<file path="src/hdl/kwiu_pkg.sv">
// Purpose: Constants shared by the key wake input unit
// Assumes: APB with 32-bit data, one aligned word per register
// Notes:   Offsets are byte addresses
package kwiu_pkg;
    localparam int unsigned KWIU_ADDR_W   = 8;
    localparam int unsigned KWIU_KEYS_DEF = 8;
    localparam int unsigned KWIU_EVT_W    = 3;

    localparam logic [7:0] KWIU_OFS_CTRL = 8'h00;
    localparam logic [7:0] KWIU_OFS_PEN  = 8'h04;
    localparam logic [7:0] KWIU_OFS_POL  = 8'h08;
    localparam logic [7:0] KWIU_OFS_STAT = 8'h0c;
    localparam logic [7:0] KWIU_OFS_MASK = 8'h10;

    // Control word field positions
    localparam int unsigned KWIU_BIT_MODE = 0;
    localparam int unsigned KWIU_BIT_IE   = 1;
    localparam int unsigned KWIU_BIT_ACK  = 2;
    localparam int unsigned KWIU_BIT_FLAG = 3;

    // Event status field positions
    localparam int unsigned KWIU_EVT_EDGE = 0;
    localparam int unsigned KWIU_EVT_LVL  = 1;
    localparam int unsigned KWIU_EVT_HELD = 2;

    localparam logic [31:0] KWIU_RST_WORD = 32'h0000_0000;
    localparam logic [2:0]  KWIU_RST_EVT  = 3'h0;
    localparam logic        KWIU_RST_BIT  = 1'b0;
endpackage

</file>
<file path="src/hdl/kwiu_top.sv">
// Purpose: Key wake input unit, edge or edge-and-level detection on key inputs
// Assumes: i_keys asynchronous to i_clk; APB master keeps psel/penable legal
// Notes:   Registers: control, pin enable, polarity, event status, event mask
// Operation
// RULE1: Falling edge is one sample high then next sample low.
// RULE2: With rising polarity, edge is one sample low then next high.
// RULE3: Sources hold enabled inputs deasserted before the first edge.
// RULE4: After an edge, no edge until every enabled input deasserts.
// RULE5: Edge mode: an edge on an enabled input sets the flag.
// RULE6: Level mode: edge or asserted level on enabled input sets flag.
// RULE7: Flag set and interrupt enable one raise the interrupt request.
// RULE8: Writing acknowledge one clears the flag; always in edge mode.
// RULE9: Level mode: acknowledge clears only if all enabled inputs deasserted.
// RULE10: Level mode: flag stays set if any enabled input asserted at acknowledge.
// RULE11: Software masks, sets polarity, pulls, enables, acknowledges, then unmasks.
// RULE12: Polarity zero means falling or low; one means rising or high.
// RULE13: Mode zero is edge only; mode one is edge and level.
// RULE14: Up to eight inputs, each with its own pin enable.
// RULE15: Flag is read only; writes to its bit do nothing.
// RULE16: Disabled inputs neither set the flag nor block its clearing.
// RULE17: Each input passes a two-stage synchroniser before comparison.
module kwiu_top
    import kwiu_pkg::*;
#(
    parameter int unsigned N_KEYS = KWIU_KEYS_DEF
) (
    input  wire logic                   i_clk,
    input  wire logic                   i_nrst,
    input  wire logic [N_KEYS-1:0]      i_keys,
    input  wire logic                   i_psel,
    input  wire logic                   i_penable,
    input  wire logic                   i_pwrite,
    input  wire logic [KWIU_ADDR_W-1:0] i_paddr,
    input  wire logic [31:0]            i_pwdata,
    output logic      [31:0]            o_prdata,
    output logic                        o_pready,
    output logic                        o_pslverr,
    output logic                        o_irq
);

    logic [N_KEYS-1:0]     sync1_r;
    logic [N_KEYS-1:0]     sync2_r;
    logic [N_KEYS-1:0]     samp_r;
    logic [N_KEYS-1:0]     pen_r;
    logic [N_KEYS-1:0]     pol_r;
    logic                  mode_r;
    logic                  ie_r;
    logic                  flag_r;
    logic                  flag_nxt;
    logic                  armed_r;
    logic                  armed_nxt;
    logic [KWIU_EVT_W-1:0] stat_r;
    logic [KWIU_EVT_W-1:0] stat_nxt;
    logic [KWIU_EVT_W-1:0] mask_r;
    logic [KWIU_EVT_W-1:0] evt_w;
    logic                  ready_r;
    logic [31:0]           rdata_r;
    logic                  err_r;
    logic                  irq_r;

    logic [N_KEYS-1:0]     asrt_w;
    logic [N_KEYS-1:0]     prev_asrt_w;
    logic [N_KEYS-1:0]     edge_w;
    logic                  any_asrt_w;
    logic                  edge_hit_w;
    logic                  lvl_hit_w;
    logic                  set_w;
    logic                  clr_w;
    logic                  acc_w;
    logic                  wr_w;
    logic                  ack_wr_w;
    logic                  hit_w;
    logic [31:0]           rd_mux_w;

    // Bus decode
    // Access completes one cycle after penable rises
    assign acc_w    = i_psel && i_penable && ready_r;
    assign wr_w     = acc_w && i_pwrite && hit_w;
    assign ack_wr_w = wr_w && (i_paddr == KWIU_OFS_CTRL) && i_pwdata[KWIU_BIT_ACK];

    always_comb begin
        hit_w = 1'b1;
        case (i_paddr)
            KWIU_OFS_CTRL: begin
                rd_mux_w = KWIU_RST_WORD;
                rd_mux_w[KWIU_BIT_MODE] = mode_r;
                rd_mux_w[KWIU_BIT_IE]   = ie_r;
                rd_mux_w[KWIU_BIT_FLAG] = flag_r;
            end
            KWIU_OFS_PEN: begin
                rd_mux_w = 32'(pen_r);
            end
            KWIU_OFS_POL: begin
                rd_mux_w = 32'(pol_r);
            end
            KWIU_OFS_STAT: begin
                rd_mux_w = 32'(stat_r);
            end
            KWIU_OFS_MASK: begin
                rd_mux_w = 32'(mask_r);
            end
            default: begin
                rd_mux_w = KWIU_RST_WORD;
                hit_w    = 1'b0;
            end
        endcase
    end

    always_ff @(posedge i_clk or negedge i_nrst) begin
        if (!i_nrst) begin
            ready_r <= KWIU_RST_BIT;
            rdata_r <= KWIU_RST_WORD;
            err_r   <= KWIU_RST_BIT;
        end else begin
            ready_r <= i_psel && i_penable && !ready_r;
            if (i_psel && i_penable && !ready_r) begin
                rdata_r <= i_pwrite ? KWIU_RST_WORD : rd_mux_w;
                err_r   <= !hit_w;
            end
        end
    end

    // Configuration registers; acknowledge and flag bits are not stored here
    always_ff @(posedge i_clk or negedge i_nrst) begin
        if (!i_nrst) begin
            mode_r <= KWIU_RST_BIT;
            ie_r   <= KWIU_RST_BIT;
            pen_r  <= '0;
            pol_r  <= '0;
            mask_r <= KWIU_RST_EVT;
        end else if (wr_w) begin
            case (i_paddr)
                KWIU_OFS_CTRL: begin
                    mode_r <= i_pwdata[KWIU_BIT_MODE]; // see RULE13
                    ie_r   <= i_pwdata[KWIU_BIT_IE];
                end
                KWIU_OFS_PEN: begin
                    pen_r <= i_pwdata[N_KEYS-1:0]; // see RULE14
                end
                KWIU_OFS_POL: begin
                    pol_r <= i_pwdata[N_KEYS-1:0];
                end
                KWIU_OFS_MASK: begin
                    mask_r <= i_pwdata[KWIU_EVT_W-1:0];
                end
                default: begin
                    mode_r <= mode_r;
                end
            endcase
        end
    end

    // Two-stage synchroniser, then one stored sample for comparison
    always_ff @(posedge i_clk or negedge i_nrst) begin
        if (!i_nrst) begin
            sync1_r <= '0;
            sync2_r <= '0;
            samp_r  <= '0;
        end else begin
            sync1_r <= i_keys;  // see RULE17
            sync2_r <= sync1_r; // see RULE17
            samp_r  <= sync2_r;
        end
    end

    // Asserted sense per input follows its polarity bit
    assign asrt_w      = pen_r & ~(sync2_r ^ pol_r); // see RULE12 see RULE16
    assign prev_asrt_w = ~(samp_r ^ pol_r);           // see RULE12
    assign edge_w      = asrt_w & ~prev_asrt_w;       // see RULE1 see RULE2
    assign any_asrt_w  = |asrt_w;

    assign edge_hit_w = armed_r && (|edge_w);  // see RULE4 see RULE5
    assign lvl_hit_w  = mode_r && any_asrt_w;  // see RULE6
    assign set_w      = edge_hit_w || lvl_hit_w;
    // Level mode refuses the clear while anything enabled is asserted
    assign clr_w = ack_wr_w && (!mode_r || !any_asrt_w); // see RULE8 see RULE9 see RULE10

    // Rearm only once all enabled inputs sit deasserted
    always_comb begin
        armed_nxt = armed_r;
        if (!any_asrt_w) begin
            armed_nxt = 1'b1; // see RULE4
        end else if (edge_hit_w) begin
            armed_nxt = 1'b0; // see RULE4
        end
    end

    // Set wins over a same-cycle acknowledge; bus writes other than the acknowledge never touch it
    always_comb begin
        flag_nxt = flag_r;
        if (set_w) begin
            flag_nxt = 1'b1;
        end else if (clr_w) begin
            flag_nxt = 1'b0; // see RULE15
        end
    end

    always_ff @(posedge i_clk or negedge i_nrst) begin
        if (!i_nrst) begin
            armed_r <= KWIU_RST_BIT;
            flag_r  <= KWIU_RST_BIT;
        end else begin
            armed_r <= armed_nxt;
            flag_r  <= flag_nxt;
        end
    end

    // Event status: write one to clear, new events win
    always_comb begin
        evt_w = KWIU_RST_EVT;
        evt_w[KWIU_EVT_EDGE] = edge_hit_w;
        evt_w[KWIU_EVT_LVL]  = lvl_hit_w;
        evt_w[KWIU_EVT_HELD] = ack_wr_w && !clr_w;
        stat_nxt = stat_r;
        if (wr_w && (i_paddr == KWIU_OFS_STAT)) begin
            stat_nxt = stat_r & ~i_pwdata[KWIU_EVT_W-1:0];
        end
        stat_nxt = stat_nxt | evt_w;
    end

    always_ff @(posedge i_clk or negedge i_nrst) begin
        if (!i_nrst) begin
            stat_r <= KWIU_RST_EVT;
            irq_r  <= KWIU_RST_BIT;
        end else begin
            stat_r <= stat_nxt;
            irq_r  <= (flag_r && ie_r) || (|(stat_r & mask_r)); // see RULE7
        end
    end

    assign o_prdata  = rdata_r;
    assign o_pready  = ready_r;
    assign o_pslverr = err_r;
    assign o_irq     = irq_r;
endmodule

</file>
<file path="config.mk">
export PLATFORM = sky130hd
export DESIGN_NAME = kwiu_top
export DESIGN_NICKNAME = d
export VERILOG_FILES = /design/src/hdl/kwiu_pkg.sv /design/src/hdl/kwiu_top.sv
export SDC_FILE = /design/constraint.sdc
export NUM_CORES = 1
export LEC_CHECK = 0
export BUFFER_PORTS_ARGS = -buffer_cell sky130_fd_sc_hd__buf_2
export CELL_PAD_IN_SITES_DETAIL_PLACEMENT = 1
export CELL_PAD_IN_SITES_GLOBAL_PLACEMENT = 2
export CORE_MARGIN = 2
export CORE_UTILIZATION = 34
export CTS_CLUSTER_DIAMETER = 30
export CTS_CLUSTER_SIZE = 30
export DETAILED_ROUTE_END_ITERATION = 7
export PLACE_DENSITY_LB_ADDON = 0.1
export SYNTH_ARGS = -nofsm -noshare
export SYNTH_HDL_FRONTEND = slang
export SYNTH_SLANG_ARGS = --single-unit
</file>
<file path="constraint.sdc">
create_clock -name i_clk -period 3.9 [get_ports i_clk]
set_input_delay 0 -clock i_clk [delete_from_list [all_inputs] [get_ports i_clk]]
set_output_delay 0 -clock i_clk [all_outputs]
set_load 0.05 [all_outputs]
</file>
**Yosys cells after proc, flatten, opt, wreduce, memory -nomap -nowiden**

Cells that the tools add are included.

- Bits in registers: 85
- Bits of input ports: 53

- Equal/unequal tests: 5
- Multiplexer cells: 8
- Bitwise operators: 11
- Reductions and logical operators: 31

Operator list:

| operator | count |
|---|---|
| $pmux W8 S5 | 1 |
| $mux W32 | 1 |
| $not A8 Y8 | 3 |
| $and A8 B8 Y8 | 2 |
| $eq A8 B4 Y1 const B | 2 |
| $reduce_or A8 Y1 | 2 |
| $xor A8 B8 Y8 | 2 |
| $logic_and A1 B1 Y1 | 13 |
| $eq A8 B3 Y1 const B | 1 |
| $eq A8 B5 Y1 const B | 1 |
| $logic_not A8 Y1 | 1 |
| $reduce_and A2 Y1 | 4 |
| $and A3 B3 Y3 | 2 |
| $logic_not A1 Y1 | 5 |
| $mux W1 | 5 |
| $reduce_or A5 Y1 | 1 |
| $logic_or A1 B1 Y1 | 3 |
| $mux W3 | 1 |
| $not A3 Y3 | 1 |
| $or A3 B3 Y3 | 1 |
| $reduce_or A3 Y1 | 1 |
| $ne A2 B1 Y1 const B | 1 |
| $reduce_bool A2 Y1 | 1 |

**Longest topological paths before layout**

Gate-level depths: netlist (run 1).

- Depth after elaboration: 10
- Gate-level depth with buffers: 6

**Least setup slack after synthesis (run 1)**

Ideal clock, no wire load.

- Kind: reg2reg
- From: register ready_r (netlist: o_pready)
- To: register pol_r[0]
- Library setup time: 0.125 ns
- Arrival: 1.631 ns
- Setup slack: 2.145 ns
- Cell stages (with the launch flop): 6
- Period minus slack after synthesis: 1.755 ns
- Cells stage by stage: dfrtp_1 > nand4_1 > and4b_1 > buf_2 > nand2_2 > mux2_2

- Cells in the longest elaborated chain, start to end: 4

RTL lines:

| what | RTL line | text |
|---|---|---|
| start: declaration | kwiu_top.sv:56 | `logic ready_r;` |
| start signal: assignment | kwiu_top.sv:115 | `ready_r <= i_psel && i_penable && !ready_r;` |
| $logic_and A1 B1 Y1 | kwiu_top.sv:77 | `assign acc_w = i_psel && i_penable && ready_r;` |
| $logic_and A1 B1 Y1 (2 in a row) | kwiu_top.sv:78 | `assign wr_w = acc_w && i_pwrite && hit_w;` |
| $reduce_and A2 Y1 (no line) | n/a |  |
| end signal: assignment | kwiu_top.sv:141 | `pol_r <= i_pwdata[N_KEYS-1:0];` |
| end: declaration | kwiu_top.sv:45 | `logic [N_KEYS-1:0] pol_r;` |

No other way between the ends.
A chain may end at the register's enable or synchronous reset.

**Worst setup path in the final report (run 1)**

- From: register ready_r (netlist: o_pready)
- To: register pol_r[5]

Same word-level chain as after synthesis.

==> run_results.csv, run 1 <==
group,metric,value,unit
synthesis,synth-main-ff-cell,"dfrtp_1",
floorplan,die_w,93.45,um
timing,max_slew_margin,48.34,%
setup_path,critPathLaunchType,"register",
hold_path,hold_class,"input pin to register",
placement,gp_congestion,0.7179,
global_route,grt_max_degree,62,
finish,layout-drive-gt1-share,29.11,%
synthesis,yosys_warnings,0,
timing,clock_skew,0.01022,ns
setup_path,crit_arrival,1.95,ns
flow_run,cap_violations,0,
global_route,overflow,0,
finish,num_antenna_cells,0,
global_route,grt_util_met3,3.062,%
synthesis,synth.distinct_cells,35,
route,drt_first_pass_iters,4,
timing,maxSlewViolCount,0,
global_route,antenna_found_initial,0,
clocking,clkTransAtPathRegs,0.07,ns
synthesis,ys_ff_latch,61,
setup_path,cp_cell_sequence,"nand4_1 -> and4b_1 -> nand2_2 -> mux2_2",
timing,rsz0062_at_grt,"false",
clocking,clk_path_buf_depth,2,
status,run_status,"complete, no violations",
synthesis,synth_commonest_cells,"dfrtp_1 (61), nand2_1 (25), buf_4 (24), mux2_2 (22), a22o_1 (14)",
pwr,power.leakage,1.593,nW
global_route,grtUsageMet2,22.72,%
synthesis,synth-edff-count,0,
finish,fillers,843,
clocking,cts_tree,"built",
route,ant_nets,0,
pwr,powerDensity,429.4,nW/um^2
global_route,grt_pass1_vias,1818,
setup_path,worst_path_max_delay_cell,"and4b_1",
synthesis,synth_most_common_cell,"dfrtp_1",
timing,period_minus_slack,1.728,ns
timing,finalSetupViolCount,0,
finish,synthToLayoutAreaGrowth,22.49,%
synthesis,synth_area_leader_cell,"dfrtp_1",
route,drtIter0Drc,33,
synthesis,synthArstFlopShare,100.0,%
pwr,power,1.431,mW
pwr,peakVddDrop,0.0002115,V
placement,dp_cells,361,
synthesis,synth.top_cell.area_share,56.12,%
synthesis,ys_top_cells_by_area,"dfrtp_1 (56%), mux2_2 (9.1%), buf_4 (6.6%)",
floorplan,dieArea,8732,um^2
route,viasPerCell,4.749,
placement,io_buffers,39,
setup_path,crit_family,"simple AND/OR/NAND/NOR gates",
global_route,busiest_layer,"met2",
clocking,cts_inserted_buffers,9,
floorplan,rows,32,
global_route,grt_pass1_wl,9.770,mm
route,wire_per_inst,15.24,um
route,drc,0,
timing,tightest_slew,0.7749,ns
synthesis,ys_seq_area_share,56.12,%
synthesis,synth.cell_area,2720,um^2
global_route,grt_use_met1,20.66,%
timing,timing.fmax,578.6,MHz
setup_path,cp_slowest_stage_delay,0.49,ns
setup_path,end_kind,"register",
timing,hold_violations,0,
floorplan,initial_core_util,35.20,%
route,via_count,1871,
clocking,cts.sinks,61,
clocking,cts-root-buf,"clkbuf_8",
clocking,cts_htree_levels,3,
synthesis,syn_avg_cell_area,12.14,um^2
synthesis,syn_inst,224,
setup_path,worst-path-buf-inv,0,
placement,dp_hpwl,4.187,mm
route,drt_wl_total,6.003,mm
clocking,insertion_delay,0.34,ns
floorplan,die_h,93.45,um
setup_path,criticalPathCategory,"register to register",
finish,fin_nets,340,
clocking,cts_setup_buffers,0,
setup_path,cp.required,4.12,ns
timing,tns,0,ns
floorplan,pin_count,88,
floorplan,fp.coreArea,7727,um^2
finish,instances_no_fill,394,
setup_path,path_max_fanout,8,
timing,post-route-period-util,44.32,%
global_route,grt_util_all_layers,15.17,%
-- kinds of logic (layout without fill, tap and decap cells) --
group	count (synthesis)	in the layout	share of synthesized area (%)
flip-flops	61	61	56.12
AND/OR/NAND/NOR	54	54	10.81
AO/OA/AOI/OAI	45	45	11.64
buffers and inverters	30	75	7.589
multiplexers	25	25	11.13
XOR/XNOR	8	8	2.576
other	1	24	0.1379
-- flip-flops by register name, indices dropped and copies added (netlist names), 3 cells and up --
register / flops
sync1_r: 8
pen_r: 8
samp_r: 8
sync2_r: 8
o_prdata: 8
stat_r: 3
pol_r: 8
mask_r: 3
-- routing by layer --
metal / vias to the layer above / share of wire [%]
li1: 882 / -
met1: 922 / 47
met2: 56 / 46
met3: 11 / 5.3
met4: 0 / 2.3
met5: - / 0
-- worst paths after layout --
| kind | start | end | slack [ns] | cells past startpoint |
|---|---|---|---|---|
| max | o_pready | pol_r[5] | 2.17 | 4 |
| min | i_pwrite | o_prdata[1] | 0.02 | 3 |
| max reg2reg | o_pready | pol_r[5] | 2.17 | 4 |
| min reg2reg | sync1_r[4] | sync2_r[4] | 0.35 | 0 |
| max in group asynchronous | i_nrst | samp_r[4] | 3.04 | 3 |
| min in group asynchronous | i_nrst | o_prdata[7] | 0.34 | 3 |
-- layout by cell type (no fill, tap or decap), drive strengths merged, types with 3 or more instances in the layout --
| cell type | synthesis | routed |
|---|---|---|
| nor4 | 3 | 3 |
| nand3 | 3 | 3 |
| clkbuf | 1 | 10 |
| mux2 | 22 | 22 |
| xnor2 | 8 | 8 |
| conb | 1 | 24 |
| a21oi | 3 | 3 |
| a22o | 14 | 14 |
| a22oi | 6 | 6 |
| o21ai | 10 | 10 |
| nand2 | 26 | 26 |
| nor2 | 3 | 3 |
| dfrtp | 61 | 61 |
| clkinv | 0 | 3 |
| nand2b | 8 | 8 |
| buf | 27 | 40 |
| dlygate4sd3 | 0 | 17 |
| o22ai | 8 | 8 |
-- where the power goes --
part / switching (mW) / internal [mW] / leakage, nW / total, mW
sequential: 0.0104 / 0.648 / 0.772 / 0.659
combinational: 0.0999 / 0.0366 / 0.709 / 0.136
clock: 0.260 / 0.376 / 0.112 / 0.636
total: 0.370 / 1.06 / 1.59 / 1.43
-- worst reg2reg max path, stage by stage (launching register included) --
cell	delay, ns
dfrtp_1	0.36
nand4_1	0.16
and4b_1	0.49
nand2_2	0.26
mux2_2	0.35
-- cell type report --
type	count	area, um^2	share of cell area, %
flip-flops and latches	61	1526	45.81
multi-input cells	156	1074	32.22
repair buffers	57	372.9	11.19
clock buffers	10	137.6	4.131
well taps	102	127.6	3.830
clock inverters	6	86.33	2.591
inverters	2	7.507	0.2253
-- per-stage QoR --
| step | worst slack (ns) | instance area [um^2] | util, % | hold WS (ns) |
|---|---|---|---|---|
| global placement | 2.181 | 2938 | 38.02 | 0.1074 |
| finish | 2.172 | 3332 | 43.12 | 0.02088 |
| CTS | 2.145 | 3332 | 43.12 | 0.01146 |
| global route | 2.038 | 3332 | 43.12 | 0.04243 |
| floorplan | 2.145 | 2806 | - | -0.2956 |
| detailed placement | 2.165 | 2938 | 38.02 | 0.1096 |
-- what timing repair did --
item | in CTS | in global routing
hold buffers | 17 | 0
endpoints found under the hold margin | 91 | 0
gates resized for setup | 0 | 0
endpoints found under the setup margin | 0 | 0
(Power assumes the default switching activity.)
==> inputs of run 2 (changes only) <==
--- a/config.mk
+++ b/config.mk
@@ -9,7 +9,7 @@
 export CELL_PAD_IN_SITES_DETAIL_PLACEMENT = 1
 export CELL_PAD_IN_SITES_GLOBAL_PLACEMENT = 2
 export CORE_MARGIN = 2
-export CORE_UTILIZATION = 34
+export CORE_UTILIZATION = 32
 export CTS_CLUSTER_DIAMETER = 30
 export CTS_CLUSTER_SIZE = 30
 export DETAILED_ROUTE_END_ITERATION = 7
==> constraint.sdc (replaced) <==
create_clock -name i_clk -period 1.68 [get_ports i_clk]
set_input_delay 0 -clock i_clk [delete_from_list [all_inputs] [get_ports i_clk]]
set_output_delay 0 -clock i_clk [all_outputs]
set_load 0.05 [all_outputs]
==> run_results.csv, run 2 (synthesized netlist as in run 1, its figures left out) <==
group,metric,value,unit
placement,dp_slack,0.07289,ns
route,wire_per_inst,14.79,um
clocking,clkTransAtPathRegs,0.07,ns
setup_path,ff2ff_setup_slack,0.09,ns
hold_path,hold_depth,3,
placement,gp_congestion,0.7171,
flow_run,cap_violations,0,
finish,fin_nets,354,
route,drtIter0Drc,46,
route,drt_wl_total,6.065,mm
clocking,cts-root-buf,"clkbuf_8",
global_route,overflow,0,
floorplan,initial_core_util,33.10,%
timing,hold_violations,0,
placement,place_area,3060,um^2
finish,synthToLayoutAreaGrowth,25.67,%
timing,tns,0,ns
route,drt_first_pass_iters,4,
floorplan,die_h,96.20,um
finish,mostFrequentLayoutCell,"dfrtp_1",
global_route,grt_util_all_layers,14.49,%
setup_path,r2r_start,"pol_r[1]",
global_route,antenna_found_initial,0,
global_route,grt_max_degree,32,
placement,dp_hpwl,4.613,mm
hold_path,min_to,"o_prdata[1]",
clocking,cts_htree_levels,3,
global_route,grt_pass1_vias,1892,
finish,final_cell_mix,"dfrtp_1 (60), buf_2 (39), nand2_1 (25)",
floorplan,die_w,96.20,um
setup_path,crit_arrival,1.78,ns
pwr,power.leakage,1.652,nW
setup_path,path_max_fanout,3,
clocking,cts_inserted_buffers,9,
setup_path,cp.required,1.88,ns
timing,setup_slack,0.09414,ns
route,via_count,1899,
route,ant_nets,0,
timing,period_minus_slack,1.586,ns
clocking,cts_tree,"built",
setup_path,critPathLaunchType,"register",
status,run_status,"complete, no violations",
floorplan,rows,33,
timing,clock_skew,0.009638,ns
timing,finalSetupViolCount,0,
timing,fin_hold_ws,0.03075,ns
timing,rsz0062_at_grt,"false",
clocking,cts_setup_buffers,0,
timing,timing.fmax,630.6,MHz
clocking,cts.sinks,61,
pwr,peakVddDrop,0.0003996,V
floorplan,fp.coreArea,8217,um^2
finish,layout-drive-gt1-share,32.13,%
setup_path,r2r-end,"flag_r",
finish,final_area,3418,um^2
clocking,clk_path_buf_depth,2,
placement,io_buffers,39,
global_route,grt_pass1_wl,9.846,mm
timing,tightest_slew,0.5134,ns
clocking,insertion_delay,0.33,ns
hold_path,min_from,"i_pwrite",
setup_path,r2r_cells,6,
floorplan,pin_count,88,
timing,maxSlewViolCount,0,
pwr,powerDensity,893.0,nW/um^2
hold_path,hold_class,"input pin to register",
setup_path,end_kind,"register",
setup_path,criticalPathCategory,"register to register",
timing,max_slew_margin,65.49,%
floorplan,dieArea,9253,um^2
timing,post-route-period-util,94.40,%
route,drc,0,
finish,num_antenna_cells,0,
route,viasPerCell,4.632,
## run 2: cell types whose count changed in the layout (fill, tap and decap cells not counted), sizes merged
cell,change
bufinv,-2
buf,+14
clkinv,-2
clkbuf,+4
clkinvlp,-1
## run 2: per-layer routing
metal	vias to the layer above	share of wire [%]	track usage, %
met5	-	0	0
met4	0	1.8	6.071
met3	11	4.8	3.132
met2	54	45	22.40
met1	923	48	19.65
li1	911	-	-
## run 2: worst max-delay path by stage
| stage | startpoint | to | cells past startpoint |
|---|---|---|---|
| after floorplan | o_pready | pol_r[0] | 5 |
| after global placement | o_pready | pol_r[0] | 4 |
| after detailed placement | o_pready | pol_r[6] | 4 |
| after CTS | pol_r[1] | flag_r | 6 |
| after global routing | pol_r[4] | flag_r | 6 |
| final | pol_r[1] | flag_r | 6 |
## run 2: area by class of cell
class	instances	area (um^2)
Clock buffer	14	172.7
Multi-Input combinational cell	156	1084
Clock inverter	1	5.005
Timing Repair Buffer	71	490.5
Fill cell	921	4798
Inverter	2	7.507
Sequential cell	61	1528
Tap cell	105	131.4
## run 2: stage by stage
| stage | total power, mW | utilization, % | cells |
|---|---|---|---|
| floorplan | 1.792 | - | 247 |
| global placement | 1.862 | 37.25 | 378 |
| detailed placement | 1.866 | 37.25 | 378 |
| CTS | 3.105 | 41.48 | 410 |
| global route | 3.202 | 41.60 | 410 |
| finish | 3.052 | 41.60 | 410 |
## run 2: power breakdown
| group | internal, mW | switching, mW |
|---|---|---|
| clock network | 0.648 | 0.540 |
| logic | 0.0983 | 0.237 |
| registers | 1.51 | 0.0231 |
| total | 2.25 | 0.800 |
## run 2: what timing repair did
action / in CTS / in global routing
endpoints found under the setup margin: 0 / 14
hold buffers: 17 / 0
hold endpoints to repair: 88 / 0
resized for setup: 0 / 3
## run 2: worst max-delay path: stages (launching register included)
cell and delay, ns:
dfrtp_1 0.37, nand2b_1 0.11, o22ai_1 0.08, a22o_1 0.27, o41ai_1 0.38, buf_4 0.18, nand3_1 0.07
==> inputs of run 3 (changes only) <==
--- a/config.mk
+++ b/config.mk
@@ -5,7 +5,7 @@
 export SDC_FILE = /design/constraint.sdc
 export NUM_CORES = 1
 export LEC_CHECK = 0
-export BUFFER_PORTS_ARGS = -buffer_cell sky130_fd_sc_hd__buf_2
+export BUFFER_PORTS_ARGS = -buffer_cell sky130_fd_sc_hd__clkbuf_2
 export CELL_PAD_IN_SITES_DETAIL_PLACEMENT = 1
 export CELL_PAD_IN_SITES_GLOBAL_PLACEMENT = 2
 export CORE_MARGIN = 2
==> run_results.csv, run 3 (synthesized netlist as in run 1, its figures left out) <==
group,metric,value,unit
status,run_status,"complete, no violations",
pwr,p_seq_share,47.8,%
setup_path,criticalPathCategory,"register to register",
clocking,clkTransAtPathRegs,0.07,ns
route,via_count,1930,
global_route,grt_util_all_layers,14.70,%
timing,clock_skew,0.008098,ns
route,drt_wl_total,6.123,mm
timing,timing.fmax,633.6,MHz
finish,final_area,3453,um^2
hold_path,min_to,"o_prdata[1]",
floorplan,rows,33,
timing,period_minus_slack,1.578,ns
clocking,clk_path_buf_depth,2,
setup_path,path_max_fanout,3,
finish,synthToLayoutAreaGrowth,26.95,%
finish,num_antenna_cells,0,
floorplan,initial_core_util,33.10,%
floorplan,dieArea,9253,um^2
route,viasPerCell,4.673,
finish,final_cell_mix,"dfrtp_1 (59), clkbuf_2 (39), nand2_1 (25)",
finish,mostFrequentLayoutCell,"dfrtp_1",
placement,place_area,3063,um^2
finish,fin_nets,356,
floorplan,die_h,96.20,um
pwr,power,3.201,mW
finish,post-route-util,42.03,%
flow_run,cap_violations,0,
placement,dp_hpwl,4.642,mm
floorplan,die_w,96.20,um
finish,fillers,906,
placement,io_buffers,39,
setup_path,r2r-end,"mask_r[2]",
timing,tightest_slew,0.5712,ns
setup_path,r2r_start,"o_pready",
floorplan,pin_count,88,
clocking,cts-root-buf,"clkbuf_8",
pwr,peakVddDrop,0.0004011,V
hold_path,hold_depth,3,
hold_path,min_from,"i_pwrite",
timing,max_slew_margin,61.92,%
pwr,power.leakage,1.656,nW
finish,layout-drive-gt1-share,34.09,%
route,wire_per_inst,14.83,um
timing,post-route-period-util,93.94,%
pwr,switching_share,26.10,%
timing,rsz0062_at_grt,"false",
pwr,power.switching,0.8356,mW
setup_path,crit_arrival,1.80,ns
hold_path,hold_class,"input pin to register",
route,drc,0,
route,drtIter0Drc,26,
clocking,insertion_delay,0.34,ns
setup_path,ff2ff_setup_slack,0.10,ns
global_route,overflow,0,
setup_path,cp.required,1.90,ns
pwr,p_int,2.366,mW
timing,maxSlewViolCount,0,
global_route,grt_max_degree,24,
clocking,cts_htree_levels,3,
setup_path,end_kind,"register",
clocking,cts_tree,"built",
setup_path,r2r_cells,4,
pwr,combPwrFrac,10.3,%
global_route,grt_pass1_wl,9.977,mm
clocking,cts_setup_buffers,0,
pwr,powerDensity,927.0,nW/um^2
clocking,cts_inserted_buffers,9,
timing,hold_violations,0,
timing,tns,0,ns
timing,finalSetupViolCount,0,
global_route,antenna_found_initial,0,
floorplan,fp.coreArea,8217,um^2
pwr,p_clk_share,41.9,%
placement,gp_congestion,0.7524,
route,drt_first_pass_iters,4,
setup_path,crit_start,"o_pready",
global_route,grt_pass1_vias,1982,
route,ant_nets,0,
clocking,cts.sinks,61,
setup_path,critPathLaunchType,"register",
==> run 3: cell count changes in the layout (fill, tap and decap cells not counted), sizes merged <==
| cell | before | now |
|---|---|---|
| buf | 54 | 17 |
| clkinvlp | 0 | 2 |
| clkinv | 1 | 2 |
| bufinv | 0 | 1 |
| clkbuf | 14 | 50 |
==> run 3: worst max-delay path: stages, from the launching register on <==
cell     delay [ns]
dfrtp_2        0.37
nand4_1        0.13
buf_4          0.16
nor4_2         0.41
mux2_2         0.39
==> run 3: worst max path at each step <==
stage                            to  slack [ns]  depth (start not counted)
final                     mask_r[2]        0.10                          4
after global routing         flag_r        0.01                          6
after CTS                    flag_r        0.04                          6
after detailed placement       ie_r        0.08                          5
after global placement       flag_r        0.05                          6
after floorplan            pol_r[0]        0.08                          5
==> run 3: what timing repair did <==
item / 4_1_cts / 5_1_grt
hold endpoints to repair: 48 / 0
resized for setup: 0 / 4
setup endpoints to repair: 0 / 6
hold buffers: 17 / 0
==> run 3: stage by stage <==
stage,std cells,worst slack [ns],hold slack [ns]
after global routing,413,0.01416,0.08705
after floorplan,247,0.07692,-0.2956
after CTS,413,0.03724,0.04714
after global placement,380,0.04606,0.02624
after detailed placement,380,0.07811,0.02565
final,413,0.1018,0.04930
==> run 3: power by group through the flow <==
stage	registers (mW)	clock network [mW]	logic, mW
after floorplan	1.57	0	0.220
after global placement	1.56	0	0.303
after detailed placement	1.56	0	0.304
after CTS	1.53	1.39	0.335
after global routing	1.54	1.47	0.362
final	1.53	1.34	0.331
==> run 3: layout make-up <==
class / instances / area [um^2] / share of cell area [%]
tap: 105 / 131.4 / 3.804
clock buffer: 11 / 151.4 / 4.384
clock inverter: 5 / 58.81 / 1.703
sequential: 61 / 1529 / 44.28
inverter: 2 / 7.507 / 0.2174
timing repair buffer: 73 / 493.0 / 14.28
multi-input combinational: 156 / 1082 / 31.34
==> run 3: layer usage <==
layer  GRT usage [%]  wire length, um  vias up
met1           18.68             2839      948
met4           6.071               78        0
met3           3.132              301        8
met2           24.25             2903       55
li1                -                -      919
met5               0                0        -
